## src/shared/bsud_defs.svh

```systemverilog
// Purpose: constants for the bus status and user display block
// Assumes: processor bus sampled on sys_clk (20 MHz), inputs synchronous
// Notes: user display locations are word addresses on a 24-bit byte bus
`ifndef BSUD_DEFS_SVH
`define BSUD_DEFS_SVH
`define BSUD_USER_LOW_ADDR 24'h090000
`define BSUD_USER_HIGH_ADDR 24'h0A0000
`define BSUD_ADDR_DIGITS 6
`define BSUD_DATA_DIGITS 4
`define BSUD_USER_DIGITS 6
`define BSUD_BAR_LEDS 10
`define BSUD_BLANK_DIGIT 5'h10
`endif

```

## src/shared/bsud_pkg.sv

```systemverilog
// Purpose: types for the bus status and user display block
// Assumes: nothing beyond the defs header
// Notes: step state machine encoding
package bsud_pkg;
  typedef enum logic [1:0] {
    BSUD_RUN = 2'b00,
    BSUD_HELD = 2'b01,
    BSUD_ADV = 2'b10
  } bsud_step_t;
endpackage : bsud_pkg

```

## src/design/bsud_digit.sv

```systemverilog
// Purpose: one hex digit driver with blanking
// Assumes: nibble is held stable by the caller
// Notes: blank code 5'h10 drives all segments off
`timescale 1ns/10ps
`default_nettype none
`include "bsud_defs.svh"
module bsud_digit (
  // Clock and reset
  input wire logic sys_clk,
  input wire logic rst_n,
  // Digit value
  input wire logic [3:0] nibble,
  input wire logic lit,
  // Digit code: bit 4 set means blank
  output logic [4:0] code_ff
);
  // Registered so the display never glitches mid-update
  always_ff @(posedge sys_clk or negedge rst_n) begin
    if (!rst_n) begin
      code_ff <= `BSUD_BLANK_DIGIT;
    end else begin
      code_ff <= lit ? {1'b0, nibble} : `BSUD_BLANK_DIGIT; // Direct nibble, no BCD
    end
  end
endmodule : bsud_digit
`default_nettype wire

```

## src/design/bsud_top.sv

```systemverilog
// Purpose: display board logic: bus digits, user display, bargraphs, step gate
// Assumes: processor bus signals sampled synchronously to sys_clk
// Notes: digit outputs are 5-bit codes, 5'h10 = blank
`timescale 1ns/10ps
`default_nettype none
`include "bsud_defs.svh"
module bsud_top
  import bsud_pkg::*;
(
  // Clock and reset
  input wire logic sys_clk,
  input wire logic rst_n,
  // Mode controls from front panel logic
  input wire logic single_step,
  input wire logic step_all_cycles_mode,
  input wire logic step_press,
  // Processor bus
  input wire logic [23:0] cpu_addr,
  input wire logic [15:0] cpu_data,
  input wire logic as_n,
  input wire logic uds_n,
  input wire logic lds_n,
  input wire logic rw,
  input wire logic berr_n,
  input wire logic halt_n,
  input wire logic reset_n,
  input wire logic dtack_n,
  input wire logic vpa_n,
  input wire logic vma_n,
  input wire logic [2:0] fc,
  input wire logic br_n,
  input wire logic bg_n,
  input wire logic bgack_n,
  input wire logic [2:0] ipl_n,
  // Block selects for external-only stepping
  input wire logic board_block_select_1,
  input wire logic board_block_select_2,
  input wire logic board_block_select_3,
  input wire logic board_block_select_4,
  // Acknowledge to processor, open drain
  output logic dtack_out,
  output logic dtack_oe_n,
  // Step gate: high holds the processor cycle
  output logic cycle_hold,
  // Digits
  output logic [4:0] addr_digit [`BSUD_ADDR_DIGITS],
  output logic [4:0] data_digit [`BSUD_DATA_DIGITS],
  output logic [4:0] user_digit [`BSUD_USER_DIGITS],
  // Bargraphs
  output logic [9:0] bar_left_ff,
  output logic [9:0] bar_right_ff
);
  logic [15:0] user_low_ff;
  logic [7:0] user_high_ff;
  logic ack_ff;
  logic as_d_ff;
  logic [23:0] user_val;
  logic low_hit;
  logic high_hit;
  logic any_sel;
  logic step_hit;
  bsud_step_t step_ff;

  // Address decode for write cycles
  assign low_hit = !as_n && !rw && (cpu_addr == `BSUD_USER_LOW_ADDR);
  assign high_hit = !as_n && !rw && (cpu_addr == `BSUD_USER_HIGH_ADDR);

  // Low digits load on word writes only
  always_ff @(posedge sys_clk or negedge rst_n) begin
    if (!rst_n) begin
      user_low_ff <= 16'h0000;
    end else if (low_hit && !uds_n && !lds_n) begin
      user_low_ff <= cpu_data;
    end
  end

  // High digits load on any write with the upper strobe, word or byte; the even byte rides on the upper lane
  always_ff @(posedge sys_clk or negedge rst_n) begin
    if (!rst_n) begin
      user_high_ff <= 8'h00;
    end else if (high_hit && !uds_n) begin
      user_high_ff <= cpu_data[15:8];
    end
  end

  // Acknowledge held while a write to either location lasts; reads get none
  always_ff @(posedge sys_clk or negedge rst_n) begin
    if (!rst_n) begin
      ack_ff <= 1'b0;
    end else begin
      ack_ff <= (low_hit || high_hit) && (!uds_n || !lds_n);
    end
  end
  // Open drain: never drive high, external hardware acks its own selects
  assign dtack_out = 1'b0;
  assign dtack_oe_n = !ack_ff;

  // Strobe edge history for cycle-start detection
  always_ff @(posedge sys_clk or negedge rst_n) begin
    if (!rst_n) begin
      as_d_ff <= 1'b1;
    end else begin
      as_d_ff <= as_n;
    end
  end

  // Cycles that must wait for a press in the selected sub-mode
  assign any_sel = !board_block_select_1 || !board_block_select_2 ||
                   !board_block_select_3 || !board_block_select_4;
  assign step_hit = step_all_cycles_mode || any_sel;

  // One bus cycle per press; held until the strobe goes away
  always_ff @(posedge sys_clk or negedge rst_n) begin
    if (!rst_n) begin
      step_ff <= BSUD_RUN;
    end else begin
      unique case (step_ff)
        BSUD_RUN: begin
          if (single_step && !as_n && as_d_ff && step_hit) begin
            step_ff <= BSUD_HELD;
          end
        end
        BSUD_HELD: begin
          if (!single_step) begin
            step_ff <= BSUD_RUN;
          end else if (step_press) begin
            step_ff <= BSUD_ADV;
          end
        end
        BSUD_ADV: begin
          if (as_n) begin
            step_ff <= BSUD_RUN;
          end
        end
        default: begin
          step_ff <= BSUD_RUN;
        end
      endcase
    end
  end
  // Combinational so the hold starts in the cycle's first sampled strobe
  assign cycle_hold = (step_ff == BSUD_HELD) ||
                      (step_ff == BSUD_RUN && single_step && !as_n && as_d_ff && step_hit);

  // Bus digits, lit only in single-step
  genvar gi;
  generate
    for (gi = 0; gi < `BSUD_ADDR_DIGITS; gi++) begin : g_addr
      bsud_digit u_digit (
        .sys_clk(sys_clk),
        .rst_n(rst_n),
        .nibble(cpu_addr[gi*4 +: 4]),
        .lit(single_step),
        .code_ff(addr_digit[gi])
      );
    end
    for (gi = 0; gi < `BSUD_DATA_DIGITS; gi++) begin : g_data
      bsud_digit u_digit (
        .sys_clk(sys_clk),
        .rst_n(rst_n),
        .nibble(cpu_data[gi*4 +: 4]),
        .lit(single_step),
        .code_ff(data_digit[gi])
      );
    end
    for (gi = 0; gi < `BSUD_USER_DIGITS; gi++) begin : g_user
      bsud_digit u_digit (
        .sys_clk(sys_clk),
        .rst_n(rst_n),
        .nibble(user_val[gi*4 +: 4]),
        .lit(1'b1), // Always lit
        .code_ff(user_digit[gi])
      );
    end
  endgenerate
  assign user_val = {user_high_ff, user_low_ff};

  // Bargraphs in both modes, lit on active level
  always_ff @(posedge sys_clk or negedge rst_n) begin
    if (!rst_n) begin
      bar_left_ff <= 10'h000;
      bar_right_ff <= 10'h000;
    end else begin
      bar_left_ff <= {!berr_n, !as_n, !halt_n, !uds_n, !reset_n,
                      !lds_n, !dtack_n, rw, !vpa_n, !vma_n};
      bar_right_ff <= {fc, !br_n, !bg_n, !bgack_n, ~ipl_n, 1'b0}; // Bitwise, one LED per level line
    end
  end

  // Checks
  user_low_load_a: assert property (@(posedge sys_clk) disable iff (!rst_n)
    (low_hit && !uds_n && !lds_n) |=> user_low_ff == $past(cpu_data))
    else $error("low user digits not loaded");
  user_high_load_a: assert property (@(posedge sys_clk) disable iff (!rst_n)
    (high_hit && !uds_n) |=> user_high_ff == $past(cpu_data[15:8]))
    else $error("high user digits not loaded");
  user_hold_a: assert property (@(posedge sys_clk) disable iff (!rst_n)
    !(low_hit || high_hit) |=> $stable(user_low_ff) && $stable(user_high_ff))
    else $error("user digits changed without write");
  write_ack_a: assert property (@(posedge sys_clk) disable iff (!rst_n)
    (low_hit && !lds_n) |=> !dtack_oe_n)
    else $error("no acknowledge on user write");
  read_noack_a: assert property (@(posedge sys_clk) disable iff (!rst_n)
    rw |=> dtack_oe_n)
    else $error("acknowledge on read");
  addr_blank_a: assert property (@(posedge sys_clk) disable iff (!rst_n)
    !single_step |=> addr_digit[0] == `BSUD_BLANK_DIGIT && data_digit[0] == `BSUD_BLANK_DIGIT)
    else $error("bus digits lit in free-run");
  addr_show_a: assert property (@(posedge sys_clk) disable iff (!rst_n)
    single_step |=> addr_digit[5] == {1'b0, $past(cpu_addr[23:20])} &&
                    data_digit[3] == {1'b0, $past(cpu_data[15:12])})
    else $error("bus digit wrong");
  user_lit_a: assert property (@(posedge sys_clk) disable iff (!rst_n)
    1'b1 |=> user_digit[4] == {1'b0, $past(user_high_ff[3:0])})
    else $error("user digit not lit");
  rw_led_a: assert property (@(posedge sys_clk) disable iff (!rst_n)
    1'b1 |=> bar_left_ff[2] == $past(rw) && bar_left_ff[8] == !$past(as_n))
    else $error("bargraph level wrong");
  step_hold_a: assert property (@(posedge sys_clk) disable iff (!rst_n)
    (step_ff == BSUD_HELD && single_step && !step_press) |=> cycle_hold)
    else $error("cycle released without press");
  step_c: cover property (@(posedge sys_clk) disable iff (!rst_n)
    step_ff == BSUD_HELD ##1 step_ff == BSUD_ADV ##[1:20] step_ff == BSUD_RUN);
  low_wr_c: cover property (@(posedge sys_clk) disable iff (!rst_n) low_hit && !uds_n && !lds_n);
  high_wr_c: cover property (@(posedge sys_clk) disable iff (!rst_n) high_hit && !uds_n);
endmodule : bsud_top
`default_nettype wire

```

## config.mk

```make
export PLATFORM = sky130hd
export DESIGN_NAME = bsud_top
export DESIGN_NICKNAME = d
export VERILOG_FILES = /design/src/shared/bsud_pkg.sv /design/src/design/bsud_digit.sv /design/src/design/bsud_top.sv
export VERILOG_INCLUDE_DIRS = /design/src /design/src/shared
export SDC_FILE = /design/constraint.sdc
export NUM_CORES = 1
export LEC_CHECK = 0
export BUFFER_PORTS_ARGS = -buffer_cell sky130_fd_sc_hd__buf_2
export CAP_MARGIN = 0
export CORE_MARGIN = 1.5
export CORE_UTILIZATION = 24
export DETAILED_ROUTE_END_ITERATION = 8
export GPL_TIMING_DRIVEN = 0
export HOLD_SLACK_MARGIN = 0.06
export SLEW_MARGIN = 0
export SYNTH_ARGS = -nofsm -noshare
export SYNTH_HDL_FRONTEND = slang
export SYNTH_HIERARCHICAL = 1
export SYNTH_SLANG_ARGS = --single-unit
```

## constraint.sdc

```tcl
create_clock -name sys_clk -period 1.8 [get_ports sys_clk]
set_input_delay 0.36 -clock sys_clk [delete_from_list [all_inputs] [get_ports sys_clk]]
set_output_delay 0.36 -clock sys_clk [all_outputs]
set_load 0.01 [all_outputs]
```

==> metrics.txt <==
# TYPE chip_impl_metric gauge
chip_impl_info{name="worst_setup_path_startpoint",value="as_d_ff$_DFF_PN1_"} 1
chip_impl_metric{name="die_width",unit="microns"} 137
chip_impl_metric{name="yosysTopAreaCellShare",unit=""} 0.642
chip_impl_metric{name="instances_no_fill",unit=""} 742
chip_impl_metric{name="pwr_density_cell",unit="mW/mm^2"} 1110
chip_impl_metric{name="total_number_of_yosys_warnings",unit=""} 6
chip_impl_metric{name="place.gp.congestion",unit=""} 0.700
chip_impl_metric{name="detail_route.wl_per_cell",unit="microns"} 12.9
chip_impl_info{name="nature_of_the_critical_path_endpoint",value="output port"} 1
chip_impl_metric{name="dpl.hpwl",unit="microns"} 6840
chip_impl_metric{name="antenna_cells",unit=""} 0
chip_impl_metric{name="dieHeight",unit="microns"} 137
chip_impl_info{name="cts.root.buffer_cell",value="clkbuf_16"} 1
chip_impl_info{name="status",value="finished, final reports clean"} 1
chip_impl_metric{name="ir_drop",unit="mV"} 0.585
chip_impl_metric{name="power.net_switching",unit="mW"} 1.47
chip_impl_info{name="post_synth_main_area_contributors",value="dfrtp_1, dfstp_2, and2_1, mux2_2, mux2_4"} 1
chip_impl_info{name="final_common_cell",value="buf_2"} 1
chip_impl_metric{name="post_drt_via_cell_ratio",unit=""} 3.64
chip_impl_metric{name="pin_count_of_the_biggest_net_entering_global_routing",unit=""} 93
chip_impl_metric{name="placed_cells_incl_taps",unit=""} 702
chip_impl_info{name="most-common-layout-cells",value="buf_2, dfrtp_1, and2_1"} 1
chip_impl_metric{name="final.fill_count",unit=""} 1699
chip_impl_metric{name="part_of_the_cycle_the_worst_path_needs",unit=""} 0.997
chip_impl_metric{name="share_comb_of_total_power",unit=""} 0.058
chip_impl_metric{name="report.power.total",unit="mW"} 7.03
chip_impl_metric{name="grt_use_total",unit=""} 0.108
chip_impl_metric{name="global_route.overflow_total",unit=""} 0
chip_impl_metric{name="syn-cell-area",unit="sq mm"} 0.00429
chip_impl_metric{name="setup_viol_count_final",unit=""} 0
chip_impl_metric{name="synthCells",unit=""} 278
chip_impl_metric{name="power.clock.fraction",unit=""} 0.518
chip_impl_metric{name="layout.nets",unit=""} 572
chip_impl_metric{name="timing.final.hold_violations",unit=""} 0
chip_impl_metric{name="timing.critical_path.required",unit="ns"} 1.44
chip_impl_metric{name="die_area",unit="sq mm"} 0.0187
chip_impl_metric{name="timing.clock.skew",unit="ns"} 0.00335
chip_impl_metric{name="detail-route-antenna-nets",unit=""} 0
chip_impl_metric{name="power.static_leakage",unit="nW"} 3.44
chip_impl_metric{name="row_count",unit=""} 48
chip_impl_metric{name="grt_pass1_wl",unit="microns"} 15000
chip_impl_metric{name="detailroute.via_count",unit=""} 2700
chip_impl_metric{name="p_sw_frac",unit=""} 0.209
chip_impl_metric{name="initial_cell_density_of_the_core",unit=""} 0.247
chip_impl_metric{name="synth_seq_area_share",unit=""} 0.746
chip_impl_metric{name="ys_ff_latch",unit=""} 127
chip_impl_metric{name="area_growth_syn_to_layout",unit="%"} 47.9
chip_impl_metric{name="h-tree-depth",unit=""} 4
chip_impl_metric{name="insertion_delay",unit="ns"} 0.40
chip_impl_metric{name="design.portCount",unit=""} 171
chip_impl_metric{name="path_clk_slew",unit="ns"} 0.06
chip_impl_metric{name="clock_sink_count",unit=""} 127
chip_impl_info{name="post-synth-top-area-cell",value="dfrtp_1"} 1
chip_impl_metric{name="cts-buffers-inserted",unit=""} 17
chip_impl_info{name="hold_path.startpoint",value="ipl_n[0]"} 1
chip_impl_metric{name="ys_types",unit=""} 26
chip_impl_metric{name="crit_fanout",unit=""} 2
chip_impl_metric{name="portion_of_total_power_attributed_to_sequential_cells",unit=""} 0.424
chip_impl_info{name="critPathLaunchType",value="flop"} 1
chip_impl_metric{name="core_region_area",unit="sq mm"} 0.0174
chip_impl_metric{name="detailedRoute.firstPassIterationCount",unit=""} 4
chip_impl_metric{name="buffer_ports.inserted",unit=""} 168
chip_impl_info{name="worst_r2r_start",value="as_d_ff$_DFF_PN1_"} 1
chip_impl_metric{name="setup-tns-final",unit="ns"} 0
chip_impl_info{name="tritoncts",value="done"} 1
chip_impl_metric{name="maxClockFrequency",unit="MHz"} 557
chip_impl_metric{name="cts.path.max_buffers",unit=""} 2
chip_impl_info{name="criticalPathCategory",value="reg -> out"} 1
chip_impl_metric{name="drive_above_1_share",unit=""} 0.493
chip_impl_metric{name="cp_data_arrival_time",unit="ns"} 1.43
chip_impl_metric{name="final-max-slew-violation-count",unit=""} 0
chip_impl_metric{name="maxCapViolations",unit=""} 0
chip_impl_metric{name="grt_antenna_before_repair",unit=""} 0
chip_impl_metric{name="via_count_of_the_first_global_routing_pass",unit=""} 2899
chip_impl_metric{name="number_of_remaining_drc_errors",unit=""} 0
chip_impl_metric{name="detailedRoute.firstIterationViolations",unit=""} 58
chip_impl_metric{name="timing.final.crit_period",unit="ns"} 1.79
chip_impl_info{name="hold_path_class",value="in -> reg"} 1
chip_impl_metric{name="power_report.internal_total",unit="mW"} 5.56
chip_impl_info{name="rsz0062_at_grt",value="true"} 1
chip_impl_metric{name="drt-total-wl",unit="microns"} 9580
chip_impl_metric{name="syn_area_per_cell",unit="sq um"} 15.4
## worst max-delay path: stages, from the launching register on
cell and delay [ns]:
dfstp_2 0.52, nand2_2 0.05, a211oi_2 0.18, nor2_1 0.06
nor2_1 0.08, buf_2 0.13
## routing by layer
metal  track usage  wire (microns)  vias to the layer above
li1              -               -                     1291
met1         0.127            4040                     1280
met2         0.173            4530                      114
met3        0.0452             801                       15
met4        0.0508             202                        0
met5             0               0                        -
## power by group through the flow
| stage | Combinational (mW) | Sequential, mW | Clock [mW] |
|---|---|---|---|
| floorplan | 0.0726 | 3.08 | 0 |
| global placement | 0.389 | 3.03 | 0 |
| detailed placement | 0.410 | 3.03 | 0 |
| CTS | 0.419 | 2.98 | 3.74 |
| global route | 0.458 | 2.99 | 3.88 |
| finish | 0.407 | 2.98 | 3.64 |
## logic make-up after synthesis
group | after synthesis | synth area share
flops | 127 | 0.746
simple gates | 84 | 0.136
buf+inv | 36 | 0.0359
mux | 24 | 0.0718
compound gates | 4 | 0.00613
other cells | 2 | 0.00175
xor+xnor | 1 | 0.00204
## what timing repair did
item / CTS / global route
gates resized for setup: 2 / 1
endpoints found under the setup margin: 25 / 1
pin swaps: 3 / 0
buffers inserted: 4 / 0
hold buffers: 4 / 0
endpoints found under the hold margin: 38 / 0
## state kept, by name, indices dropped and copies added, names as in the netlist, 2 cells and up
register                cells
g_data.u_digit/code_ff     20
step_ff                     2
g_addr.u_digit/code_ff     30
bar_right_ff                9
bar_left_ff                10
user_low_ff                16
g_user.u_digit/code_ff     30
user_high_ff                8
## layout make-up
type,count,area [sq um],share of cell area
Multi-Input combinational cell,145,1110,0.175
Timing Repair Buffer,177,960,0.151
Inverter,33,124,0.0195
Buffer,3,30.0,0.00474
Clock buffer,23,478,0.0754
Tap cell,225,282,0.0444
Clock inverter,9,155,0.0245
Sequential cell,127,3200,0.505
## per-stage QoR
stage                     hold slack, ns  area [sq um]  utilization  setup slack, ns
after floorplan                   0.0644          4460            -           -0.137
after global placement             0.453          5580        0.321            -1.16
after detailed placement           0.278          5610        0.323           -0.756
after CTS                         0.0673          6340        0.365          -0.0276
after global routing              0.0667          6340        0.365           -0.120
final                             0.0854          6340        0.365          0.00519
## worst paths after layout
kind | end | slack (ns) | cells after the start
setup / recovery | cycle_hold | 0.005 | 5
hold / removal | bar_right_ff[1]$_DFF_PN0_ | 0.09 | 2
setup reg to reg | step_ff[0]$_DFFE_PN0P_ | 0.76 | 4
hold reg to reg | g_user[3].u_digit/code_ff[1]$_DFF_PN0_ | 0.48 | 1
max in group asynchronous | as_d_ff$_DFF_PN1_ | 0.61 | 3
min in group asynchronous | g_data[1].u_digit/code_ff[1]$_DFF_PN0_ | 0.42 | 2
## Yosys cell counts
cell / instances
nand3b_1: 1
nor4_4: 2
dfstp_2: 17
buf_4: 2
nand2_1: 3
and4b_1: 1
a2111oi_0: 1
buf_8: 1
mux2_2: 14
dfrtp_1: 110
nor4_2: 3
nand4_2: 1
nor4_1: 2
nand4b_1: 1
mux2_4: 10
a21oi_1: 1
nand2b_1: 2
and2_1: 64
a211oi_1: 1
nand3_1: 1
conb_1: 2
xnor2_1: 1
nor2_1: 2
inv_1: 33
o21ai_0: 1
nor4b_2: 1
No activity file was read; power rests on OpenSTA's default activity.
